`config.mk`:
```
export PLATFORM = sky130hd
export DESIGN_NAME = apccc_top
export DESIGN_NICKNAME = d
export VERILOG_FILES = /design/src/hw/dummy_unused_placeholder_removed.sv /design/src/hw/apccc_pkg.sv /design/src/hw/apccc_top.sv
export SDC_FILE = /design/constraint.sdc
export NUM_CORES = 1
export LEC_CHECK = 0
export BUFFER_PORTS_ARGS = -buffer_cell sky130_fd_sc_hd__buf_4
export CORE_AREA = 3 3 144 146
export CTS_CLUSTER_DIAMETER = 120
export DETAILED_ROUTE_END_ITERATION = 6
export DIE_AREA = 0 0 147 149
export GPL_TIMING_DRIVEN = 0
export PLACE_DENSITY_LB_ADDON = 0.25
export SLEW_MARGIN = 10
export SYNTH_ARGS = -nofsm -noshare
export SYNTH_HDL_FRONTEND = slang
export SYNTH_SLANG_ARGS = --single-unit
```
`constraint.sdc`:
```
create_clock -name clk_sys -period 5.3 [get_ports clk_sys]
set_input_delay 0.265 -clock clk_sys [delete_from_list [all_inputs] [get_ports clk_sys]]
set_output_delay 0.265 -clock clk_sys [all_outputs]
set_load 0.01 [all_outputs]
```
`src/hw/dummy_unused_placeholder_removed.sv`:
```
`timescale 1ns/1ps
`default_nettype none
`default_nettype wire

```
`src/hw/apccc_pkg.sv`:
```
package apccc_pkg;

    // ==========================================================
    // Register offsets
    localparam logic [7:0] ADDR_STATUS     = 8'h04;
    localparam logic [7:0] ADDR_CLK_CHECK  = 8'h25;
    localparam logic [7:0] ADDR_FMT_LEN    = 8'h28;
    localparam logic [7:0] ADDR_DATA_OFS   = 8'h29;
    localparam logic [7:0] ADDR_PATH_SEL   = 8'h2a;
    localparam logic [7:0] ADDR_MISS_PER   = 8'h2c;

    // ==========================================================
    // Field positions
    localparam int BIT_IGN_RATE    = 6;
    localparam int BIT_IGN_BITCLK  = 5;
    localparam int BIT_IGN_MRATIO  = 4;
    localparam int BIT_IGN_MHALT   = 3;
    localparam int BIT_IGN_MISSING = 2;
    localparam int BIT_AUTO_DIS    = 1;
    localparam int BIT_IGN_PLL     = 0;
    localparam int BIT_PLL_STATUS  = 4;
    localparam int FMT_LSB         = 4;
    localparam int LEN_LSB         = 0;
    localparam int LPATH_LSB       = 4;
    localparam int RPATH_LSB       = 0;

    // ==========================================================
    // Reset values
    localparam logic [6:0] RST_CLK_CHECK = 7'h00;
    localparam logic [1:0] RST_FMT       = 2'h0;
    localparam logic [1:0] RST_LEN       = 2'h2;
    localparam logic [7:0] RST_DATA_OFS  = 8'h00;
    localparam logic [1:0] RST_PATH      = 2'h1;
    localparam logic [2:0] RST_MISS_PER  = 3'h0;

    // ==========================================================
    // Encodings
    typedef enum logic [1:0] {
        APCCC_PATH_MUTE = 2'h0,
        APCCC_PATH_OWN  = 2'h1,
        APCCC_PATH_CROSS = 2'h2
    } apccc_path_type;

    typedef enum logic [1:0] {
        APCCC_FMT_I2S   = 2'h0,
        APCCC_FMT_DSP   = 2'h1,
        APCCC_FMT_RIGHT_JUSTIFIED = 2'h2,
        APCCC_FMT_LEFT_JUSTIFIED  = 2'h3
    } apccc_format_type;

    // ==========================================================
    // Timing and ratio limits
    localparam int CLK_PERIOD_NS     = 8;
    localparam int BCLK_RATIO_MIN    = 32;
    localparam int BCLK_RATIO_MAX    = 256;
    localparam int MCLK_RATIO_TOL    = 2;
    localparam int MCLK_HALT_NS      = 1000;
    localparam int MCLK_HALT_CYC     = MCLK_HALT_NS / CLK_PERIOD_NS;
    localparam int MISSING_STEP_S    = 1;
    localparam int MISSING_STEP_CYC  = MISSING_STEP_S * 1000000000 / CLK_PERIOD_NS;
    localparam int FRAME_MIN_CYC     = 1302;
    localparam int FRAME_MAX_CYC     = 3907;

endpackage

```
`src/hw/apccc_top.sv`:
```
// Behaviour
// RULE_01: Ignore bit 6 masks sample-rate error
// RULE_02: Bit clock must be stable 32..256 fs
// RULE_03: Ignore bit 5 masks bit-clock error
// RULE_04: Master-clock ratio check, bit 4 masks
// RULE_05: Master-clock halt check, bit 3 masks
// RULE_06: Clocks held low mean missing, powerdown
// RULE_07: Bit 1 disables automatic divider setting
// RULE_08: Host disables autoset in reference-voltage mode
// RULE_09: Bit 0 masks PLL unlock from error
// RULE_10: PLL status bit always shows true lock
// RULE_11: Format field: I2S, DSP, right, left
// RULE_12: Width field 16/20/24/32, resets 24
// RULE_13: Data offset in bit clocks from frame
// RULE_14: Ignore and autoset bits reset to zero
// RULE_15: Path field: mute, own, opposite channel
// RULE_16: Missing period code 0..7 is 1..8 s
// RULE_17: Autoset ignores manual divider values
// RULE_18: Clock error is OR, mutes path
`timescale 1ns/1ps
`default_nettype none

module apccc_top
    import apccc_pkg::*;
#(
    parameter int MISS_STEP_CYC = apccc_pkg::MISSING_STEP_CYC,
    parameter int FRAME_MIN     = apccc_pkg::FRAME_MIN_CYC,
    parameter int FRAME_MAX     = apccc_pkg::FRAME_MAX_CYC
) (
    // Clock and reset
    input  wire logic       clk_sys,
    input  wire logic       rst_b,
    input  wire logic       clk_en,
    // Control port
    input  wire logic [7:0] reg_addr,
    input  wire logic [7:0] reg_wdata,
    input  wire logic       reg_wr,
    input  wire logic       reg_rd,
    output logic      [7:0] reg_rdata,
    // Audio clock pins
    input  wire logic       mclk_pin,
    input  wire logic       bclk_pin,
    input  wire logic       lrclk_pin,
    input  wire logic       pll_locked,
    // Divider
    input  wire logic [6:0] manual_dac_div,
    output logic            divider_auto,
    output logic      [6:0] dac_div,
    // Audio path configuration
    output logic      [1:0] audio_format_select,
    output logic      [5:0] sample_bits,
    output logic      [7:0] sample_offset,
    output logic      [1:0] left_path_select,
    output logic      [1:0] right_path_select,
    // Supervision
    output logic            clock_error,
    output logic            dac_powerdown
);
    import apccc_pkg::*;

    // ==========================================================
    // State
    typedef struct packed {
        logic [2:0]  mclk_s;
        logic [2:0]  bclk_s;
        logic [2:0]  lrclk_s;
        logic [1:0]  pll_s;
        logic [6:0]  clk_check;
        logic [1:0]  fmt;
        logic [1:0]  len;
        logic [7:0]  data_ofs;
        logic [1:0]  lpath;
        logic [1:0]  rpath;
        logic [2:0]  miss_per;
        logic [15:0] frame_cyc;
        logic [8:0]  bclk_cnt;
        logic [8:0]  bclk_prev;
        logic [11:0] mclk_cnt;
        logic [15:0] halt_cnt;
        logic [31:0] miss_cnt;
        logic        rate_err;
        logic        bclk_err;
        logic        mratio_err;
        logic        halt_err;
        logic        miss_err;
        logic [6:0]  auto_div;
        logic [7:0]  rdata;
        logic        err;
        logic        pdown;
        logic [1:0]  lpath_out;
        logic [1:0]  rpath_out;
        logic [6:0]  div_out;
        logic [5:0]  bits_out;
        logic        auto_out;
    } apccc_state_type;

    apccc_state_type state_reg;
    apccc_state_type state_next;

    // ==========================================================
    // Helpers
    function automatic logic mclk_ratio_ok(input logic [11:0] cnt);
        logic ok;
        ok = 1'b0;
        for (int k = 1; k <= 4; k++) begin
            if ((int'(cnt) >= 128 * k - MCLK_RATIO_TOL) && (int'(cnt) <= 128 * k + MCLK_RATIO_TOL)) begin
                ok = 1'b1;
            end
        end
        return ok;
    endfunction

    function automatic logic [5:0] width_bits(input logic [1:0] code);
        case (code)
            2'h0:    return 6'h10;
            2'h1:    return 6'h14;
            2'h2:    return 6'h18;
            default: return 6'h20;
        endcase
    endfunction

    logic        mclk_rise;
    logic        bclk_rise;
    logic        lr_rise;
    logic [31:0] miss_limit;
    logic        err_any;

    // ==========================================================
    // Next state
    always_comb begin
        state_next = state_reg;
        state_next.mclk_s  = {state_reg.mclk_s[1:0], mclk_pin};
        state_next.bclk_s  = {state_reg.bclk_s[1:0], bclk_pin};
        state_next.lrclk_s = {state_reg.lrclk_s[1:0], lrclk_pin};
        state_next.pll_s   = {state_reg.pll_s[0], pll_locked};
        mclk_rise = state_reg.mclk_s[1] & ~state_reg.mclk_s[2];
        bclk_rise = state_reg.bclk_s[1] & ~state_reg.bclk_s[2];
        lr_rise   = state_reg.lrclk_s[1] & ~state_reg.lrclk_s[2];

        // Register writes
        if (reg_wr) begin
            case (reg_addr)
                ADDR_CLK_CHECK: state_next.clk_check = reg_wdata[6:0];
                ADDR_FMT_LEN: begin
                    state_next.fmt = reg_wdata[FMT_LSB +: 2]; // RULE_11
                    state_next.len = reg_wdata[LEN_LSB +: 2]; // RULE_12
                end
                ADDR_DATA_OFS: state_next.data_ofs = reg_wdata; // RULE_13
                ADDR_PATH_SEL: begin
                    state_next.lpath = reg_wdata[LPATH_LSB +: 2]; // RULE_15
                    state_next.rpath = reg_wdata[RPATH_LSB +: 2]; // RULE_15
                end
                ADDR_MISS_PER: state_next.miss_per = reg_wdata[2:0];
                default: ;
            endcase
        end

        // Register reads
        if (reg_rd) begin
            case (reg_addr)
                ADDR_STATUS: begin
                    state_next.rdata = 8'h00;
                    state_next.rdata[BIT_PLL_STATUS] = state_reg.pll_s[1]; // RULE_10
                    state_next.rdata[BIT_IGN_RATE]   = state_reg.rate_err;
                    state_next.rdata[BIT_IGN_BITCLK] = state_reg.bclk_err;
                    state_next.rdata[BIT_IGN_MHALT]  = state_reg.halt_err;
                    state_next.rdata[BIT_IGN_MISSING] = state_reg.miss_err;
                    state_next.rdata[BIT_AUTO_DIS]   = state_reg.mratio_err;
                    state_next.rdata[BIT_IGN_PLL]    = state_reg.err;
                end
                ADDR_CLK_CHECK: state_next.rdata = {1'b0, state_reg.clk_check};
                ADDR_FMT_LEN:   state_next.rdata = {2'h0, state_reg.fmt, 2'h0, state_reg.len};
                ADDR_DATA_OFS:  state_next.rdata = state_reg.data_ofs;
                ADDR_PATH_SEL:  state_next.rdata = {2'h0, state_reg.lpath, 2'h0, state_reg.rpath};
                ADDR_MISS_PER:  state_next.rdata = {5'h00, state_reg.miss_per};
                default:        state_next.rdata = 8'h00;
            endcase
        end

        // Frame measurement
        if (lr_rise) begin
            state_next.rate_err = (int'(state_reg.frame_cyc) < FRAME_MIN) || (int'(state_reg.frame_cyc) > FRAME_MAX);
            state_next.bclk_err = (int'(state_reg.bclk_cnt) < BCLK_RATIO_MIN)
                || (int'(state_reg.bclk_cnt) > BCLK_RATIO_MAX)
                || (state_reg.bclk_cnt != state_reg.bclk_prev); // RULE_02
            state_next.mratio_err = ~mclk_ratio_ok(state_reg.mclk_cnt); // RULE_04
            state_next.auto_div  = state_reg.mclk_cnt[13-6 +: 5] == 5'h00 ? 7'h00
                                 : 7'(state_reg.mclk_cnt[11:7] - 5'h01);
            state_next.bclk_prev = state_reg.bclk_cnt;
            state_next.frame_cyc = 16'h0000;
            state_next.bclk_cnt  = 9'h000;
            state_next.mclk_cnt  = 12'h000;
        end else begin
            if (state_reg.frame_cyc != 16'hffff) begin
                state_next.frame_cyc = state_reg.frame_cyc + 16'h0001;
            end
            if (int'(state_reg.frame_cyc) > FRAME_MAX) begin
                state_next.rate_err = 1'b1;
            end
            if (bclk_rise && state_reg.bclk_cnt != 9'h1ff) begin
                state_next.bclk_cnt = state_reg.bclk_cnt + 9'h001;
            end
            if (mclk_rise && state_reg.mclk_cnt != 12'hfff) begin
                state_next.mclk_cnt = state_reg.mclk_cnt + 12'h001;
            end
        end

        // Master clock halt
        if (mclk_rise) begin
            state_next.halt_cnt = 16'h0000;
        end else if (int'(state_reg.halt_cnt) < MCLK_HALT_CYC) begin
            state_next.halt_cnt = state_reg.halt_cnt + 16'h0001;
        end
        state_next.halt_err = int'(state_reg.halt_cnt) >= MCLK_HALT_CYC; // RULE_05

        // Clocks missing: both held low, not merely static
        miss_limit = 32'(({29'h0, state_reg.miss_per} + 32'h1) * 32'(MISS_STEP_CYC)); // RULE_16
        if (state_reg.bclk_s[1] || state_reg.lrclk_s[1]) begin
            state_next.miss_cnt = 32'h0; // RULE_06
        end else if (state_reg.miss_cnt < miss_limit) begin
            state_next.miss_cnt = state_reg.miss_cnt + 32'h1;
        end
        state_next.miss_err = state_reg.miss_cnt >= miss_limit;

        // Combined error
        err_any = (state_reg.rate_err   & ~state_reg.clk_check[BIT_IGN_RATE])    // RULE_01
                | (state_reg.bclk_err   & ~state_reg.clk_check[BIT_IGN_BITCLK])  // RULE_03
                | (state_reg.mratio_err & ~state_reg.clk_check[BIT_IGN_MRATIO])  // RULE_04
                | (state_reg.halt_err   & ~state_reg.clk_check[BIT_IGN_MHALT])   // RULE_05
                | (~state_reg.pll_s[1]  & ~state_reg.clk_check[BIT_IGN_PLL]);    // RULE_09
        state_next.err   = err_any; // RULE_18
        state_next.pdown = state_reg.miss_err & ~state_reg.clk_check[BIT_IGN_MISSING]; // RULE_06

        // Outputs
        state_next.lpath_out = err_any ? 2'(APCCC_PATH_MUTE) : state_reg.lpath; // RULE_18
        state_next.rpath_out = err_any ? 2'(APCCC_PATH_MUTE) : state_reg.rpath; // RULE_18
        state_next.div_out   = state_reg.clk_check[BIT_AUTO_DIS] ? manual_dac_div : state_reg.auto_div; // RULE_17
        state_next.bits_out  = width_bits(state_reg.len); // RULE_12
        state_next.auto_out  = ~state_reg.clk_check[BIT_AUTO_DIS]; // RULE_07
    end

    // ==========================================================
    // Registers
    always_ff @(posedge clk_sys or negedge rst_b) begin
        if (!rst_b) begin
            state_reg           <= '0;
            state_reg.clk_check <= RST_CLK_CHECK; // RULE_14
            state_reg.fmt       <= RST_FMT;
            state_reg.len       <= RST_LEN; // RULE_12
            state_reg.data_ofs  <= RST_DATA_OFS;
            state_reg.lpath     <= RST_PATH;
            state_reg.rpath     <= RST_PATH;
            state_reg.miss_per  <= RST_MISS_PER;
            state_reg.bits_out  <= 6'h18;
            state_reg.auto_out  <= 1'b1; // RULE_14
        end else if (clk_en) begin
            state_reg <= state_next;
        end
    end

    // ==========================================================
    // Output wiring
    assign reg_rdata           = state_reg.rdata;
    assign divider_auto        = state_reg.auto_out; // RULE_07
    assign dac_div             = state_reg.div_out;
    assign audio_format_select = state_reg.fmt;
    assign sample_bits         = state_reg.bits_out;
    assign sample_offset       = state_reg.data_ofs;
    assign left_path_select    = state_reg.lpath_out;
    assign right_path_select   = state_reg.rpath_out;
    assign clock_error         = state_reg.err;
    assign dac_powerdown       = state_reg.pdown;

endmodule // apccc_top

`default_nettype wire

```
# Word level (Yosys, flattened, before mapping)
# Cells that the tools add are included.
[word_totals]
register_bits = 171
out_inout_bits = 38
[classes]
mux = 22
bitwise_logic = 25
n_lt_le_gt_ge = 16
n_mul = 1
n_reduce_logical = 31
addsub = 7
n_eq_ne = 12
[ops]
columns = ["cell", "n"]
rows = [
  ["$mux W32", 2],
  ["$mux W16", 3],
  ["$pmux W8 S6", 1],
  ["$eq A8 B6 Y1 const B", 5],
  ["$add A16 B1 Y16 const B", 2],
  ["$add A32 B1 Y32 const B", 1],
  ["$ge A32 B31 Y1", 1],
  ["$lt A32 B31 Y1", 1],
  ["$mul A4 B21 Y25 const B", 1],
  ["$mux W25", 1],
  ["$ge A12 B9 Y1 const B", 2],
  ["$le A12 B9 Y1 const B", 2],
  ["$mux W12", 2],
  ["$pmux W6 S3", 1],
  ["$ge A16 B7 Y1 const B", 1],
  ["$gt A16 B12 Y1 const B", 1],
  ["$lt A16 B11 Y1 const B", 1],
  ["$lt A16 B7 Y1 const B", 1],
  ["$ne A16 B16 Y1 const B", 1],
  ["$reduce_and A2 Y1", 8],
  ["$reduce_and A3 Y1", 5],
  ["$mux W7", 2],
  ["$add A12 B1 Y12 const B", 1],
  ["$ge A12 B7 Y1 const B", 1],
  ["other kinds (25)", 67],
]

# Logic depth before layout (Yosys ltp)
[logic_depth]
word_depth = 8
mapped_depth = 24
ltp_nobuf = 21

# Least setup slack after synthesis
# Ideal clock, no wire load.
[synth_path]
path_type = "reg2reg"
start = "register state_reg[134] in the netlist's numbering"
end = "register state_reg[69] in the netlist's numbering"
setup_time_ns = 0.145
arrival_time_ns = 5.341
synth_period_minus_slack_ns = 5.486
stages_incl_launch_ff = 22
path_buffers = 3
required_ns = 5.155
path_slack_ns = -0.186
cell_sequence = "dfrtp_1 > clkbuf_1 > inv_1 > ha_1 > inv_1 > ha_1 > ha_1 > xnor2_1 > ha_1 > clkbuf_1 > nand3_1 > o41ai_1 > o22ai_1 > xor2_1 > ha_1 > nand4b_1 > nor4_2 > a211oi_2 > o211ai_4 > buf_6 > o311ai_1 > o221ai_1"
[synth_between]
elab_chain_cells = 5
[synth_rtl]
columns = ["item", "line_no", "source"]
rows = [
  ["from (decl)", "apccc_top.sv:97", "apccc_state_type state_reg;"],
  ["from (signal assigned)", "apccc_top.sv:257", "state_reg <= state_next;"],
  ["$add A3 B1 Y4", "apccc_top.sv:217", "miss_limit = 32'(({29'h0, state_reg.miss_per} + 32'h1) * 32'(MISS_STEP_CYC));"],
  ["$mul A4 B21 Y25", "apccc_top.sv:217", ""],
  ["$lt A32 B31 Y1", "apccc_top.sv:220", "end else if (state_reg.miss_cnt < miss_limit) begin"],
  ["$reduce_bool A2 Y1 (no source line)", "n/a", ""],
  ["$reduce_and A2 Y1 (no source line)", "n/a", ""],
]
# Every way passes these cells.
# A chain may end at the register's enable or synchronous reset.

# Worst setup path in the final report
[layout_path]
start = "register state_reg[134] in the netlist's numbering"
end = "register state_reg[65] in the netlist's numbering"
# Same word-level chain as after synthesis.

==> impl_metrics.json <==
{
  "status": "finished, violations left",
  "violations": "design-rule violations",
  "r2r_end": "state_reg[65]$_DFFE_PN0P_",
  "yosysWarnings": 0,
  "crit_path_end_kind": "register",
  "max-slew-margin-rel_pct": 39.29,
  "worst_slack_ns": 0.02559,
  "grt_pass1_wl_um": 46190,
  "holdWs_ns": 0.06196,
  "die_width_um": 147,
  "drv_cap": 0,
  "grt_max_degree": 112,
  "grt_pass1_vias": 9255,
  "clk_pin_slew_worst_paths_ns": 0.07,
  "post-place-ws_ns": -1.047,
  "r2r_slack_ns": 0.03,
  "regArea_um2": 4215,
  "whs_path_depth": 2,
  "drc_errors": 1,
  "timing.rr.start": "state_reg[134]$_DFFE_PN0P_",
  "critPathArrivalTime_ns": 5.59,
  "drive_gt1_share_pct": 23.12,
  "num_vias": 9583,
  "cp_cell_sequence": "clkbuf_16 > clkinvlp_4 > ha_4 > inv_4 > ha_4 > xor2_2 > ha_2 > or2_4 > ha_4 > nand4_1 > nor4_2 > o21ai_1 > a21oi_2 > o22ai_2 > xor2_2 > ha_1 > a21o_1 > a2111o_1 > a21oi_4 > o211ai_4 > buf_8 > buf_6 > o311ai_2 > nand2_1",
  "fillers": 1521,
  "die_area_um2": 21900,
  "drt_iter0_drc": 776,
  "start_util_pct": 56.07,
  "h-tree-depth": 4,
  "fmax_ghz": 0.1896,
  "min_from": "lrclk_pin",
  "coreArea_um2": 19530,
  "synth_area_leaders": "dfrtp_1 37%, ha_1 8.9%, nand2_1 4.4%, nor2_1 3.3%, xor2_1 3.2%",
  "io_buffers": 65,
  "cts_sinks": 168,
  "cts_made_buffers": 17,
  "synth-seq-area-share_pct": 38.46,
  "synth_flop_cell": "dfrtp_1",
  "fin_util_pct": 67.28,
  "place.gp.congestion": 0.9263,
  "max_stage_delay_ns": 0.48,
  "num_io_pins": 70,
  "place_hpwl_um": 20500,
  "synth_top_area_cell": "dfrtp_1",
  "wl_per_cell_um": 18.84,
  "cpMostUsedCell": "ha_4",
  "track_usage_pct": 25.96,
  "required_ns": 5.62,
  "ir_drop_mv": 0.2282,
  "slew_viol_final": 0,
  "placementRows": 51,
  "p_leak_nw": 6.078,
  "power_density_nw_per_um2": 261.4,
  "antenna_found_initial": 0,
  "via_per_inst": 6.100,
  "synth_commonest_cells": "162 x dfrtp_1, 129 x nand2_1, 95 x nor2_1, 78 x ha_1, 58 x a21oi_1",
  "period_minus_slack_ns": 5.274,
  "fin_area_um2": 13140,
  "start_kind": "register",
  "clk_latency_ns": 0.44,
  "area_growth_pct": 19.97,
  "largest_reg_flops": 125,
  "drt_wl_total_um": 29600,
  "tightest_slew_ns": 0.9107,
  "synth.distinct_cells": 86,
  "clock_skew_ns": 0.01038,
  "path_buf_inv": 5,
  "syn_inst": 1176,
  "grt.overflow.total": 0,
  "postSynth.asyncResetShare_pct": 100.0,
  "nets": 1406,
  "tritoncts": "yes",
  "die_y_um": 149,
  "placed_cell_area_um2": 11810,
  "timing.critical_path.max_delay_family": "compound AO/OA/AOI/OAI gates",
  "finalCritPeriodShare_pct": 99.52,
  "holdPathEnd": "state_next[163]$_DFFE_PN0P_",
  "clockRootBuffer": "clkbuf_16",
  "synth.cell_area_um2": 10950,
  "yosys.area.top_type_share_pct": 37.02,
  "synth_most_common_cell": "dfrtp_1",
  "synth-edff-count": 0,
  "dr.pass1.iters": 7,
  "drtAntennaViolNets": 0,
  "hold_violations": 0,
  "setup_viol": 0,
  "syn_avg_cell_area_um2": 9.311,
  "rsz0062_at_grt": "true",
  "holdCritPathClass": "in2reg",
  "diodes": 0,
  "instances_no_fill": 1571,
  "ys_ff_latch": 168,
  "cp_max_fo": 7,
  "r2r_cells": 24,
  "cts_buffer_depth": 2,
  "multi_input_area_um2": 6477,
  "worstSetupPathType": "reg2reg",
  "dp_cells": 1509,
  "cp_slowest_cell": "a2111o_1"
}
[layer usage]
metal	wire [µm]	share of wire (%)	up-vias	GRT usage (%)
li1	-	-	4493	-
met4	844	2.9	0	9.040
met2	14380	49	369	42.68
met5	0	0	-	0
met1	12600	43	4645	35.36
met3	1776	6.0	76	3.920
[kinds of logic after synthesis]
family                     after synthesis  synth area share [%]
and+or+nand+nor                        436                 20.37
AOI/OAI and AO/OA                      243                 15.80
DFF                                    168                 38.46
buffers and inverters                  141                 6.376
adders and majority gates               81                 9.462
xor gates and xnor gates                64                 5.119
muxes                                   42                 4.365
other                                    1               0.03425
[layout by cell type (no fill, tap or decap), types with 11 or more instances in the layout]
cell       netlist  final
ha_4             0     11
a21oi_1         58     50
nand3_1         34     33
xnor2_1         24     22
nand2_1        129    129
clkbuf_16        0     18
xor2_1          40     38
nor3_1          19     18
buf_4           37    124
clkbuf_1        37     34
nand4_1         37     37
ha_1            78     64
and3_1          25     25
nor4_1          14     11
dfrtp_1        162    159
a31oi_1         15     15
nor2_1          95     92
mux2_2          26     26
o211ai_1        14     14
or4_1           11     11
o21ai_0         38     35
inv_1           54     49
[worst max path at each step]
stage                               startpoint                   endpoint  slack (ns)  cells after the start
detailed placement  state_reg[134]$_DFFE_PN0P_  state_reg[69]$_DFFE_PN0P_       -1.05                     21
global route        state_reg[134]$_DFFE_PN0P_  state_reg[48]$_DFFE_PN0P_       -0.19                     24
floorplan           state_reg[134]$_DFFE_PN0P_  state_reg[69]$_DFFE_PN0P_        0.01                     21
finish              state_reg[134]$_DFFE_PN0P_  state_reg[65]$_DFFE_PN0P_        0.03                     24
CTS                 state_reg[134]$_DFFE_PN0P_  state_reg[43]$_DFFE_PN0P_       0.003                     21
global placement    state_reg[134]$_DFFE_PN0P_  state_reg[69]$_DFFE_PN0P_       -0.95                     21
[worst reg2reg max path, delay by kind of cell, from the launching register on]
family / cells / cell delay (ns)
buf+inv: 5 / 0.66
simple gates: 4 / 0.75
compound gates: 8 / 1.74
flops: 1 / 0.40
xor+xnor: 2 / 0.37
fa+ha+maj: 5 / 1.25
[power breakdown]
group / switching [mW] / internal (mW) / leakage [nW]
Sequential: 0.118 / 1.39 / 2.22
Combinational: 0.393 / 0.281 / 3.56
Clock: 0.563 / 0.687 / 0.291
Total: 1.07 / 2.36 / 6.08
[final cells by class]
| type | instances | share of cell area [%] |
|---|---|---|
| multi-input combinational | 869 | 49.31 |
| buffer | 85 | 3.934 |
| sequential | 168 | 32.09 |
| clock inverter | 13 | 1.057 |
| tap | 265 | 2.524 |
| timing repair buffer | 97 | 6.001 |
| inverter | 55 | 1.638 |
| clock buffer | 19 | 3.448 |
[stage by stage]
stage	TNS [ns]	power (mW)
2_1_floorplan	0	1.911
3_3_place_gp	-29.11	2.120
3_5_place_dp	-31.90	2.142
4_1_cts	0	3.400
5_1_grt	-4.050	3.593
6_report	0	3.434
[what timing repair did]
item,CTS,global route
setup buffers,10,19
endpoints found under the hold margin,56,0
cloned,0,1
setup endpoints to repair,33,33
resized for setup,26,75
hold buffers,1,0
pin swaps,15,42
(Power assumes the default switching activity.)
